### src/rrp_pkg.sv
`default_nettype none
package rrp_pkg;
	// ----------------------------------------------------------------
	// mode page layout
	// ----------------------------------------------------------------
	localparam logic [5:0] PAGE_CODE_DISC    = 6'h02;  // disconnect/reconnect page code
	localparam logic [7:0] PAGE_LEN_DISC     = 8'h0E;  // page length byte value
	localparam logic [3:0] OFS_PAGE_CODE     = 4'h0;   // page code byte
	localparam logic [3:0] OFS_PAGE_LEN      = 4'h1;   // page length byte
	localparam logic [3:0] OFS_READ_THR      = 4'h2;   // read reselect threshold
	localparam logic [3:0] OFS_WRITE_THR     = 4'h3;   // write reselect threshold
	localparam logic [3:0] OFS_IDLE_MSB      = 4'h4;   // idle bus limit msb
	localparam logic [3:0] OFS_DETACH_MSB    = 4'h6;   // detach time limit msb
	localparam logic [3:0] OFS_ATTACH_MSB    = 4'h8;   // attach time limit msb
	localparam logic [3:0] OFS_BURST_MSB     = 4'hA;   // burst size limit msb
	localparam logic [3:0] OFS_DETACH_CTL    = 4'hC;   // transfer detach control byte
	localparam logic [3:0] OFS_LAST          = 4'hF;   // last byte of the page
	localparam logic [7:0] READ_THR_RESET    = 8'h20;  // read threshold default
	localparam logic [7:0] WRITE_THR_RESET   = 8'hC0;  // write threshold default
	localparam int         DTC_BIT           = 0;      // detach control bit position
	// ----------------------------------------------------------------
	// sense keys and status
	// ----------------------------------------------------------------
	localparam logic [3:0] SK_NONE           = 4'h0;   // no sense
	localparam logic [3:0] SK_RECOVERED      = 4'h1;   // recovered error
	localparam logic [3:0] SK_MEDIUM         = 4'h3;   // medium error
	localparam logic [3:0] SK_ILLEGAL        = 4'h5;   // illegal request
	// command types from the initiator
	typedef enum logic [1:0] {
		RRP_CMD_READ,
		RRP_CMD_WRITE,
		RRP_CMD_PAGE,
		RRP_CMD_FLAGS
	} rrp_cmd_e;
	// per-block media outcome
	typedef enum logic [1:0] {
		RRP_BLK_CLEAN,
		RRP_BLK_RETRY,
		RRP_BLK_ECC,
		RRP_BLK_BAD
	} rrp_blk_e;
endpackage
`default_nettype wire

### src/rrp_if.sv
`timescale 1ns/10ps
`default_nettype none
interface rrp_if;
	import rrp_pkg::*;
	logic        cmd_valid;  // initiator command strobe
	logic        cmd_ready;  // target can take a command
	rrp_cmd_e    cmd_type;   // kind of command
	logic [31:0] cmd_lba;    // first block address
	logic [15:0] cmd_len;    // block count
	logic [2:0]  cmd_flags;  // post_error, stop_on_error, no_correction
	logic        cmd_tb;     // send_bad_block flag
	logic        pg_valid;   // page byte strobe
	logic [3:0]  pg_idx;     // page byte index
	logic [7:0]  pg_data;    // page byte
	logic        pg_last;    // last byte of the page write
	logic        blk_valid;  // block data strobe to initiator
	logic [31:0] blk_lba;    // address of the block sent
	logic        blk_fixed;  // block data corrected
	logic        reselect;   // target asks to reconnect
	logic        done;       // status pulse
	logic        chk_cond;   // check condition status
	logic [3:0]  sense_key;  // sense key
	logic [31:0] sense_info; // information bytes
	modport target (input cmd_valid, cmd_type, cmd_lba, cmd_len, cmd_flags, cmd_tb,
		pg_valid, pg_idx, pg_data, pg_last, output cmd_ready, blk_valid, blk_lba,
		blk_fixed, reselect, done, chk_cond, sense_key, sense_info);
	modport initiator (output cmd_valid, cmd_type, cmd_lba, cmd_len, cmd_flags, cmd_tb,
		pg_valid, pg_idx, pg_data, pg_last, input cmd_ready, blk_valid, blk_lba,
		blk_fixed, reselect, done, chk_cond, sense_key, sense_info);
endinterface
`default_nettype wire

### src/rrp_target.sv
`timescale 1ns/10ps
`default_nettype none
module rrp_target
	import rrp_pkg::*;
(
	input  wire logic       clk,
	input  wire logic       rstn,
	rrp_if.target           link,
	input  wire logic       media_valid,
	input  wire rrp_blk_e   media_status,
	output logic            media_req,
	input  wire logic [7:0] buf_level,
	output logic [7:0]      read_thr,
	output logic [7:0]      write_thr
);
	// ----------------------------------------------------------------
	// state
	// ----------------------------------------------------------------
	typedef enum logic [1:0] {
		ST_IDLE,
		ST_XFER,
		ST_STATUS
	} rrp_state_e;
	rrp_state_e  state_reg;       // command sequencer
	logic        per_reg;         // post_error flag
	logic        dte_reg;         // stop_on_error flag
	logic        dcr_reg;         // no_correction flag
	logic        tb_reg;          // send_bad_block flag
	logic [2:0]  act_flags_reg;   // flags latched for the running command
	logic        act_tb_reg;      // send_bad_block latched for the command
	logic        is_read_reg;     // running command reads
	logic [31:0] lba_reg;         // current block
	logic [15:0] left_reg;        // blocks remaining
	logic        rec_seen_reg;    // a recovered or unrecoverable block occurred
	logic [31:0] rec_lba_reg;     // last recovered or unrecoverable block
	logic        pg_bad_reg;      // unsupported field nonzero
	logic        pg_hdr_bad_reg;  // code or length wrong
	logic [7:0]  rd_buf_reg;      // pending read threshold
	logic [7:0]  wr_buf_reg;      // pending write threshold
	logic        thr_load;        // commit page thresholds
	logic        pg_ok;           // page passes checks
	logic        fixable;         // block can be delivered
	logic        recovered;       // block needed recovery
	logic        stop_now;        // transfer ends on this block
	logic        key_medium_reg;  // transfer ended on an unrecoverable block
	// ----------------------------------------------------------------
	// thresholds
	// ----------------------------------------------------------------
	rrp_thr #(.DEFAULT_VAL(READ_THR_RESET)) u_rd_thr (
		.clk   (clk),
		.rstn  (rstn),
		.load  (thr_load),
		.value (rd_buf_reg),
		.thr   (read_thr)
	);
	rrp_thr #(.DEFAULT_VAL(WRITE_THR_RESET)) u_wr_thr (
		.clk   (clk),
		.rstn  (rstn),
		.load  (thr_load),
		.value (wr_buf_reg),
		.thr   (write_thr)
	);
	// ----------------------------------------------------------------
	// page write checks
	// ----------------------------------------------------------------
	// page accepted only with good header and zero unsupported fields
	assign pg_ok = !pg_bad_reg && !pg_hdr_bad_reg;
	assign thr_load = link.pg_valid && link.pg_last && pg_ok && state_reg == ST_IDLE;
	// collect page bytes, flag nonzero reserved limits
	always_ff @(posedge clk) begin
		if (!rstn) begin
			pg_bad_reg     <= 1'b0;
			pg_hdr_bad_reg <= 1'b0;
			rd_buf_reg     <= 8'h00;
			wr_buf_reg     <= 8'h00;
		end else if (link.pg_valid && link.pg_last) begin
			pg_bad_reg     <= 1'b0;
			pg_hdr_bad_reg <= 1'b0;
		end else if (link.pg_valid) begin
			unique case (link.pg_idx)
				OFS_PAGE_CODE: pg_hdr_bad_reg <= pg_hdr_bad_reg | (link.pg_data[5:0] != PAGE_CODE_DISC);
				OFS_PAGE_LEN: pg_hdr_bad_reg <= pg_hdr_bad_reg |
					(link.pg_data != PAGE_LEN_DISC && link.pg_data != 8'h00);
				OFS_READ_THR: rd_buf_reg <= link.pg_data;
				OFS_WRITE_THR: wr_buf_reg <= link.pg_data;
				OFS_DETACH_CTL: pg_bad_reg <= pg_bad_reg | link.pg_data[DTC_BIT];
				default: begin
					// limit and burst fields must be zero
					if (link.pg_idx >= OFS_IDLE_MSB && link.pg_idx < OFS_DETACH_CTL)
						pg_bad_reg <= pg_bad_reg | (link.pg_data != 8'h00);
				end
			endcase
		end
	end
	// ----------------------------------------------------------------
	// recovery flag store
	// ----------------------------------------------------------------
	// flags stay until the next accepted flag write or reset
	always_ff @(posedge clk) begin
		if (!rstn) begin
			per_reg <= 1'b0;
			dte_reg <= 1'b0;
			dcr_reg <= 1'b0;
			tb_reg  <= 1'b0;
		end else if (link.cmd_valid && link.cmd_ready && link.cmd_type == RRP_CMD_FLAGS
			&& !(link.cmd_flags[1] && !link.cmd_flags[2])) begin
			per_reg <= link.cmd_flags[2];
			dte_reg <= link.cmd_flags[1];
			dcr_reg <= link.cmd_flags[0];
			tb_reg  <= link.cmd_tb;
		end
	end
	// ----------------------------------------------------------------
	// block classification
	// ----------------------------------------------------------------
	// ecc blocks are unrecoverable when correction is off
	always_comb begin
		fixable   = 1'b1;
		recovered = 1'b0;
		unique case (media_status)
			RRP_BLK_CLEAN: begin
				fixable = 1'b1;
			end
			RRP_BLK_RETRY: begin
				recovered = 1'b1;
			end
			RRP_BLK_ECC: begin
				fixable   = !act_flags_reg[0];
				recovered = !act_flags_reg[0];
			end
			RRP_BLK_BAD: begin
				fixable = 1'b0;
			end
		endcase
	end
	// stop on unrecoverable, or on any error in stop mode
	assign stop_now = !fixable || (recovered && act_flags_reg[1]) || left_reg == 16'h0001;
	assign link.cmd_ready = state_reg == ST_IDLE;
	assign media_req = state_reg == ST_XFER && is_read_reg;
	// reselect once buffer reaches the active threshold
	assign link.reselect = state_reg == ST_XFER &&
		(is_read_reg ? buf_level >= read_thr : buf_level <= write_thr);
	// ----------------------------------------------------------------
	// command sequencer
	// ----------------------------------------------------------------
	always_ff @(posedge clk) begin
		if (!rstn) begin
			state_reg       <= ST_IDLE;
			act_flags_reg   <= 3'h0;
			act_tb_reg      <= 1'b0;
			is_read_reg     <= 1'b0;
			lba_reg         <= 32'h0000_0000;
			left_reg        <= 16'h0000;
			rec_seen_reg    <= 1'b0;
			rec_lba_reg     <= 32'h0000_0000;
			key_medium_reg  <= 1'b0;
			link.blk_valid  <= 1'b0;
			link.blk_lba    <= 32'h0000_0000;
			link.blk_fixed  <= 1'b0;
			link.done       <= 1'b0;
			link.chk_cond   <= 1'b0;
			link.sense_key  <= SK_NONE;
			link.sense_info <= 32'h0000_0000;
		end else begin
			link.blk_valid <= 1'b0;
			link.done      <= 1'b0;
			unique case (state_reg)
				ST_IDLE: begin
					if (link.cmd_valid && link.cmd_type == RRP_CMD_FLAGS) begin
						link.done       <= 1'b1;
						link.chk_cond   <= link.cmd_flags[1] && !link.cmd_flags[2];
						link.sense_key  <= (link.cmd_flags[1] && !link.cmd_flags[2]) ? SK_ILLEGAL : SK_NONE;
						link.sense_info <= 32'h0000_0000;
					end else if (link.pg_valid && link.pg_last) begin
						link.done       <= 1'b1;
						link.chk_cond   <= !pg_ok;
						link.sense_key  <= pg_ok ? SK_NONE : SK_ILLEGAL;
						link.sense_info <= 32'h0000_0000;
					end else if (link.cmd_valid && link.cmd_len == 16'h0000) begin
						link.done      <= 1'b1;
						link.chk_cond  <= 1'b0;
						link.sense_key <= SK_NONE;
					end else if (link.cmd_valid) begin
						state_reg     <= ST_XFER;
						act_flags_reg <= {per_reg, dte_reg, dcr_reg};
						act_tb_reg    <= tb_reg;
						is_read_reg   <= link.cmd_type == RRP_CMD_READ;
						lba_reg       <= link.cmd_lba;
						left_reg      <= link.cmd_len;
						rec_seen_reg  <= 1'b0;
						key_medium_reg <= 1'b0;
					end
				end
				ST_XFER: begin
					if (!is_read_reg) begin
						// writes complete block by block without media errors
						lba_reg  <= lba_reg + 32'h0000_0001;
						left_reg <= left_reg - 16'h0001;
						if (left_reg == 16'h0001) begin
							state_reg <= ST_STATUS;
						end
					end else if (media_valid) begin
						// deliver good blocks, bad ones only with send_bad_block
						link.blk_valid <= fixable || act_tb_reg;
						link.blk_lba   <= lba_reg;
						link.blk_fixed <= recovered;
						lba_reg        <= lba_reg + 32'h0000_0001;
						left_reg       <= left_reg - 16'h0001;
						if (recovered) begin
							rec_seen_reg <= 1'b1;
							rec_lba_reg  <= lba_reg;
						end
						if (stop_now) begin
							state_reg <= ST_STATUS;
							if (!fixable) begin
								// unrecoverable block ends every mode
								rec_seen_reg <= 1'b1;
								rec_lba_reg  <= lba_reg;
								act_tb_reg   <= 1'b0;
								act_flags_reg[2] <= 1'b1;
								key_medium_reg   <= 1'b1;
							end
						end
					end
				end
				ST_STATUS: begin
					// recovered errors are reported only with post_error
					state_reg       <= ST_IDLE;
					link.done       <= 1'b1;
					link.chk_cond   <= act_flags_reg[2] && rec_seen_reg;
					link.sense_info <= rec_lba_reg;
					if (!(act_flags_reg[2] && rec_seen_reg)) begin
						link.sense_key <= SK_NONE;
					end else if (key_medium_reg) begin
						// status outputs only move together with done
						link.sense_key <= SK_MEDIUM;
					end else begin
						link.sense_key <= SK_RECOVERED;
					end
				end
				default: begin
					state_reg <= ST_IDLE;
				end
			endcase
		end
	end
endmodule
`default_nettype wire

### src/rrp_thr.sv
`timescale 1ns/10ps
`default_nettype none
// ----------------------------------------------------------------
// threshold holder: zero written selects the default
// ----------------------------------------------------------------
module rrp_thr #(
	parameter logic [7:0] DEFAULT_VAL = 8'h00
) (
	input  wire logic       clk,
	input  wire logic       rstn,
	input  wire logic       load,
	input  wire logic [7:0] value,
	output logic      [7:0] thr
);
	// load or fall back to the default
	always_ff @(posedge clk) begin
		if (!rstn) begin
			thr <= DEFAULT_VAL;
		end else if (load) begin
			thr <= (value == 8'h00) ? DEFAULT_VAL : value;
		end
	end
endmodule
`default_nettype wire

### src/flat_wrapper.sv
// flat-port wrapper written by rule: the top's interface ports become plain ports
module rrp_target_flat import rrp_pkg::*;
  (clk, rstn, media_valid, media_status, media_req, buf_level, read_thr, write_thr, link_cmd_valid, link_cmd_type, link_cmd_lba, link_cmd_len, link_cmd_flags, link_cmd_tb, link_pg_valid, link_pg_idx, link_pg_data, link_pg_last, link_cmd_ready, link_blk_valid, link_blk_lba, link_blk_fixed, link_reselect, link_done, link_chk_cond, link_sense_key, link_sense_info);
  rrp_if link_i ();
  input  wire logic clk;
  input  wire logic rstn;
  input  wire logic media_valid;
  input  wire rrp_blk_e media_status;
  output logic media_req;
  input  wire logic [7:0] buf_level;
  output logic [7:0] read_thr;
  output logic [7:0] write_thr;
  input wire logic [$bits(link_i.cmd_valid)-1:0] link_cmd_valid;
  input wire logic [$bits(link_i.cmd_type)-1:0] link_cmd_type;
  input wire logic [$bits(link_i.cmd_lba)-1:0] link_cmd_lba;
  input wire logic [$bits(link_i.cmd_len)-1:0] link_cmd_len;
  input wire logic [$bits(link_i.cmd_flags)-1:0] link_cmd_flags;
  input wire logic [$bits(link_i.cmd_tb)-1:0] link_cmd_tb;
  input wire logic [$bits(link_i.pg_valid)-1:0] link_pg_valid;
  input wire logic [$bits(link_i.pg_idx)-1:0] link_pg_idx;
  input wire logic [$bits(link_i.pg_data)-1:0] link_pg_data;
  input wire logic [$bits(link_i.pg_last)-1:0] link_pg_last;
  output wire logic [$bits(link_i.cmd_ready)-1:0] link_cmd_ready;
  output wire logic [$bits(link_i.blk_valid)-1:0] link_blk_valid;
  output wire logic [$bits(link_i.blk_lba)-1:0] link_blk_lba;
  output wire logic [$bits(link_i.blk_fixed)-1:0] link_blk_fixed;
  output wire logic [$bits(link_i.reselect)-1:0] link_reselect;
  output wire logic [$bits(link_i.done)-1:0] link_done;
  output wire logic [$bits(link_i.chk_cond)-1:0] link_chk_cond;
  output wire logic [$bits(link_i.sense_key)-1:0] link_sense_key;
  output wire logic [$bits(link_i.sense_info)-1:0] link_sense_info;
  assign link_i.cmd_valid = link_cmd_valid;
  assign link_i.cmd_type = link_cmd_type;
  assign link_i.cmd_lba = link_cmd_lba;
  assign link_i.cmd_len = link_cmd_len;
  assign link_i.cmd_flags = link_cmd_flags;
  assign link_i.cmd_tb = link_cmd_tb;
  assign link_i.pg_valid = link_pg_valid;
  assign link_i.pg_idx = link_pg_idx;
  assign link_i.pg_data = link_pg_data;
  assign link_i.pg_last = link_pg_last;
  assign link_cmd_ready = link_i.cmd_ready;
  assign link_blk_valid = link_i.blk_valid;
  assign link_blk_lba = link_i.blk_lba;
  assign link_blk_fixed = link_i.blk_fixed;
  assign link_reselect = link_i.reselect;
  assign link_done = link_i.done;
  assign link_chk_cond = link_i.chk_cond;
  assign link_sense_key = link_i.sense_key;
  assign link_sense_info = link_i.sense_info;
  rrp_target u_core (.clk(clk), .rstn(rstn), .link(link_i), .media_valid(media_valid), .media_status(media_status), .media_req(media_req), .buf_level(buf_level), .read_thr(read_thr), .write_thr(write_thr));
endmodule
### config.mk
export PLATFORM = sky130hd
export DESIGN_NAME = rrp_target_flat
export DESIGN_NICKNAME = d
export VERILOG_FILES = /design/src/rrp_pkg.sv /design/src/rrp_if.sv /design/src/rrp_target.sv /design/src/rrp_thr.sv /design/src/flat_wrapper.sv
export SDC_FILE = /design/constraint.sdc
export NUM_CORES = 1
export LEC_CHECK = 0
export BUFFER_PORTS_ARGS = -buffer_cell sky130_fd_sc_hd__buf_2
export CAP_MARGIN = 40
export CORE_MARGIN = 8
export CORE_UTILIZATION = 45
export CTS_BUF_LIST = sky130_fd_sc_hd__clkbuf_8
export DETAILED_ROUTE_END_ITERATION = 8
export GPL_TIMING_DRIVEN = 0
export PLACE_DENSITY = 0.67
export SYNTH_ARGS = -nofsm -noshare
export SYNTH_HDL_FRONTEND = slang
export SYNTH_SLANG_ARGS = --single-unit
### constraint.sdc
create_clock -name clk -period 2.9 [get_ports clk]
set_input_delay 0.725 -clock clk [delete_from_list [all_inputs] [get_ports clk]]
set_output_delay 0.725 -clock clk [all_outputs]
set_load 0.01 [all_outputs]
# After elaboration in Yosys (flattened, before gate mapping)

Index checks and enable logic that the tools add are counted.

Reductions and logical operators: 52
Magnitude comparators: 4
Eq/ne operators: 26
$add $sub $neg: 2
Bitwise logic cells: 9
Muxes and demuxes: 82

Operators by type and width:

| kind                                                                   | number |
|---|---|
| 32-bit two-way mux                                                     | 11 |
| 32-bit one-hot mux with 2 select lines                                 | 2 |
| 16-bit two-way mux                                                     | 6 |
| 32-bit by 1-bit adder with 32-bit output, second input constant        | 1 |
| 16-bit one-hot mux with 2 select lines                                 | 1 |
| 1-bit two-way mux                                                      | 29 |
| 1-bit one-hot mux with 2 select lines                                  | 10 |
| 2-bit two-way mux                                                      | 9 |
| 3-bit two-way mux                                                      | 6 |
| 16-bit by 1-bit equality test with 1-bit output, second input constant | 1 |
| 1-bit logical AND                                                      | 16 |
| 16-bit zero test                                                       | 1 |
| 8-bit zero test                                                        | 2 |
| 4-bit two-way mux                                                      | 4 |
| 8-bit two-way mux                                                      | 2 |
| 16-bit by 1-bit subtractor with 16-bit output, second input constant   | 1 |
| 7-bit AND reduction                                                    | 2 |
| 2-bit != test, second input constant                                   | 6 |
| 3-bit AND reduction                                                    | 4 |
| 3-bit != test, second input constant                                   | 3 |
| 9-bit AND reduction                                                    | 1 |
| 2-bit equality test, second input constant                             | 4 |
| 4-bit by 2-bit equality test with 1-bit output, second input constant  | 2 |
| 8-bit greater-or-equal comparator                                      | 1 |
| other kinds (27)                                                       | 50 |

Output and inout bits: 91
Bits of input ports: 82
Word-level logic and storage cells: 202
Register bits: 199

# Logic depth before layout (Yosys ltp)

Depth in word-level cells: 9
Depth in mapped cells: 10
Mapped depth without buffers: 8

# By module

From an unflattened synthesis, not the netlist that was laid out.

Cells, all modules: 1123
Area total of the unflattened synthesis: 8936.1 um^2

By module, submodules not included:

| module                    | seq. area each (um^2) | area an instance (um^2) | cells each | instances |
|---|---|---|---|---|
| rrp_target                | 3623.5                | 8269.2                  | 1063       | 1 |
| rrp_thr (u_core.u_wr_thr) | 160.2                 | 347.8                   | 31         | 1 |
| rrp_thr (u_core.u_rd_thr) | 160.2                 | 319.1                   | 29         | 1 |

# Worst setup path before layout

No wires, ideal clock.

Path type: input to output
Start: input port buf_level[1]
End: output port link_reselect
Data arrival time: 1.947 ns
Slack: 0.228 ns
Stages: 7
Required time: 2.175 ns
Buffers on the path: 0
Path through: ha_1 -> nor2b_1 -> o21a_1 -> o21a_1 -> o21ai_0 -> a221oi_1 -> nor3_1

Longest elaborated chain between the ends: 3
Elaborated cells on any way between the ends: 4
Classes of those cells: 2 x order compare; 1 x mux; 1 x reduce/logical

Ends and longest elaborated chain:

| item                                                                                | line               | source |
|---|---|---|
| start, declared                                                                     | flat_wrapper.sv:10 | `input wire logic [7:0] buf_level;` |
| 8-bit less-or-equal comparator or 8-bit greater-or-equal comparator (tied branches) | rrp_target.sv:142  | `(is_read_reg ? buf_level >= read_thr : buf_level <= write_thr);` |
| 1-bit two-way mux *                                                                 | rrp_target.sv:142  |  |
| 1-bit logical AND *                                                                 | rrp_target.sv:141  | `assign link.reselect = state_reg == ST_XFER &&` |
| end, declared                                                                       | flat_wrapper.sv:27 | `output wire logic [$bits(link_i.reselect)-1:0] link_reselect;` |

Mark *: on every way between the ends. The rest lies on a longest branch, timed or not.

# Worst setup path in the final report

Start: register u_core.u_wr_thr.thr[1]
End: output port link_reselect

Longest elaborated chain between the ends: 3

Ends and longest elaborated chain:

| item                           | line              | source |
|---|---|---|
| start, declared                | rrp_thr.sv:13     | `output logic [7:0] thr` |
| start signal, assigned         | rrp_thr.sv:20     | `thr <= (value == 8'h00) ? DEFAULT_VAL : value;` |
| 8-bit less-or-equal comparator | rrp_target.sv:142 |  |
| 1-bit two-way mux              | rrp_target.sv:142 |  |
| 1-bit logical AND              | rrp_target.sv:141 |  |

No other way between the ends.

==> key figures <==
Outcome
  – Status: finished, final reports clean

GRT
  – Largest net degree at the start of global routing: 18
  – Antenna violations before repair: 0
  – Grt total ovfl: 0
  – Vias in the first global route: about 8500
  – Tot GR Track Use: roughly 25%
  – First-pass GRT wire length: about 47000 µm

Synthesis
  – Mapped Cells: ~1100
  – Synth warn: 0
  – Cell taking the most area after synthesis: dfxtp_1
  – Top-count cell post-synth: nand2_1
  – Synth Flop Type: dfxtp_1
  – Top area cells in the synthesized netlist: dfxtp_1 44%, nand2_1 10%, a21oi_1 8.4%, nor2_1 5.0%, a22oi_1 3.1%
  – Post-synth cell types: 65
  – Post-synthesis sequential area ratio: ~44%
  – Post-synth ARST share: 0%
  – Mapped cell area: between 8000 and 9000 µm²
  – Syn Nets: around 1200
  – Post-synth top cells: 236 x nand2_1, 197 x dfxtp_1, 149 x a21oi_1
  – Post-synth EDFFs: 0
  – Count of state elements after synthesis: 197
  – Avg Cell Area, Syn: approximately 7.8 µm²
  – Share of the synthesized area in the top cell type: 44.3%

Placement
  – Placed cell count: approximately 1600
  – Routability Congestion: between 0.9 and 1
  – Dpl cell area: around 10000 µm²
  – Port Buffers: about 170
  – Post-DP HPWL: approximately 23000 µm
  – Pre-CTS WS: -0.178 ns

Routing
  – Final ANT Viol Nets: 0
  – Vias post-DR: 9088
  – Iteration-0 DRC Markers: between 600 and 700
  – Final wirelength: 30400 µm
  – Detailed Routing Iterations Pass 1: 5
  – Vias/cell: about 5.6
  – Drc violations: 0
  – DR WL/cell: approximately 19 µm

Setup path
  – Critical path fanouts, max: 2
  – Startpoint Class: flop
  – CP bufs+invs: 2
  – Largest stage delay, worst path: between 0.3 and 0.4 ns
  – Cell class contributing the biggest share of worst-path delay: compound AO/OA/AOI/OAI gates
  – Crit path cell chain: inv_1 -> ha_1 -> nor2b_1 -> o21a_1 -> o21a_1 -> o21ai_1 -> a221oi_1 -> nor3_1 -> buf_2
  – Length in cells of the worst reg-to-reg path: 8
  – Critical path required time: ~2.2 ns
  – CP dominant cell by count: o21a_1
  – Worst EP arrival: 2.12 ns
  – CP Class: reg -> out
  – CP Capture Type: output pin
  – Worst path slowest cell: dfxtp_2
  – WP depth: 9

Clocking
  – Total CTS buffers: 17
  – CTS sink cnt: a little under 200
  – Worst-Skew Late Latency: approximately 0.48 ns
  – CTS tree: built
  – Total number of H-tree levels: 4
  – # hold bufs at CTS: 0
  – Root Driver: clkbuf_8
  – Max Root-Sink Buffers: 2
  – Clk slew on worst S/H paths: 0.10 ns

STA
  – Worst-margin pin slew: about 0.85 ns
  – Final Setup Violations: 0
  – Sum Neg Setup Slack: 0 ns
  – Slew Limit Fails: 0
  – Fmax: 352 MHz
  – Minimum clock period after layout: about 2.8 ns
  – Final Cycle Share: 98.1%
  – Worst Skew: 0.0143 ns
  – Final Hold Viols: 0
  – Final worst setup slack: 0.0560 ns
  – RSZ-0062 raised after global routing: true
  – Worst slew margin: between 40% and 50%

Final layout
  – Final Instance Count excl. Fillers: 1612
  – Syn-to-layout area delta: 17.7%
  – Layout Utilization: a little over half
  – Diode count: 0
  – Nets: 1439
  – FILL cells: between 1500 and 2000
  – Final Cell Area: 10500 µm²
  – Share of post-route cells with drive strength above 1: around 18%

Run
  – Max-Cap Viols: 0

Worst hold path
  – Hold crit path type: reg -> reg
  – Worst Hold Depth: 2

Power and ir drop
  – Leakage: 4.14 nW
  – Power per cell area: a little over 500 nW/µm²
  – Max IR drop VDD: between 0.2 and 0.3 mV

Floorplan
  – I/O pins: 173
  – Die ar.: ~25000 µm²
  – Num rows: between 50 and 60
  – Die width: around 160 µm
  – Starting density of the core: roughly 46%
  – CORE AREA: between 15000 and 20000 µm²
  – Die H: about 160 µm
==> worst register-to-register path: stages, from the launching register on <==
cell	delay, ns
dfxtp_1	0.39
nor2b_2	0.25
a21oi_1	0.62
o211a_1	0.24
buf_2	0.24
clkbuf_1	0.49
o21ai_0	0.20
a21oi_1	0.20
nor2_1	0.05
==> where the power goes <==
group          internal [mW]  switching [mW]  leakage (nW)
registers               2.79           0.110          1.60
logic                  0.277           0.537          2.35
clock network          0.709            1.01         0.190
==> final cells by class <==
class,instances,area (µm²),share of cell area (%)
Clock inverter,13,123,1.17
Clock buffer,18,248,2.37
Multi-Input combinational cell,843,4540,43.4
Timing Repair Buffer,173,871,8.32
Tap cell,265,332,3.17
Inverter,26,97.6,0.932
Sequential cell,197,3950,37.7
Buffer,77,314,3.00
==> per-stage QoR <==
stage          hold slack [ns]  total power [mW]
6_report                 0.453              5.43
3_5_place_dp             0.444              3.75
4_1_cts                  0.456              5.43
5_1_grt                  0.478              5.65
2_1_floorplan            0.424              3.43
3_3_place_gp             0.441              3.74
==> cells by family (layout without fill, tap and decap cells) <==
logic type                 count (synthesis)  in the layout  share of synthesized area [%]
and+or+nand+nor                          478            478                           23.8
AOI/OAI and AO/OA                        322            322                           21.9
DFF                                      197            197                           44.3
buffers and inverters                    104            307                           4.63
adders and majority gates                 22             22                           3.09
muxes                                     16             16                           1.80
xor gates and xnor gates                   4              4                          0.394
other                                      1              1                         0.0422
==> per-layer routing <==
layer | vias to the layer above | wire length [µm] | GRT usage, % | part of all wire (%)
li1 | 4389 | - | - | -
met1 | 4282 | 13500 | 33.6 | 45
met2 | 371 | 13700 | 38.9 | 45
met3 | 46 | 2470 | 4.05 | 8.1
met4 | 0 | 685 | 8.38 | 2.3
met5 | - | 0 | 0 | 0
==> timing repair <==
| item | in CTS | in global routing |
|---|---|---|
| gates cloned | 0 | 0 |
| setup endpoints to repair | 1 | 1 |
| pin swaps | 1 | 1 |
| setup buffers | 1 | 1 |
| gates resized for setup | 4 | 1 |
==> cell usage in the layout, fill, tap and decap left out, drive strengths merged, types with 9 or more instances in the layout <==
master    n
nand3    24
nand4    16
clkinv    9
buf     188
a22oi    37
ha       22
o21ai    53
dfxtp   197
clkbuf   80
a31oi     9
nor2    118
inv      28
a21oi   150
nor3     27
nor4     17
a211oi    9
mux2i    16
nand2   236
==> final timing paths <==
kind                               start                endpoint  slack (ns)
setup / recovery  u_core.u_wr_thr.thr[1]           link_reselect        0.06
hold / removal    u_core.link.blk_lba[6]  u_core.link.blk_lba[6]        0.45
setup reg to reg      u_core.is_read_reg       u_core.lba_reg[4]        0.10
hold reg to reg   u_core.link.blk_lba[6]  u_core.link.blk_lba[6]        0.45
(Power assumes the default switching activity.)
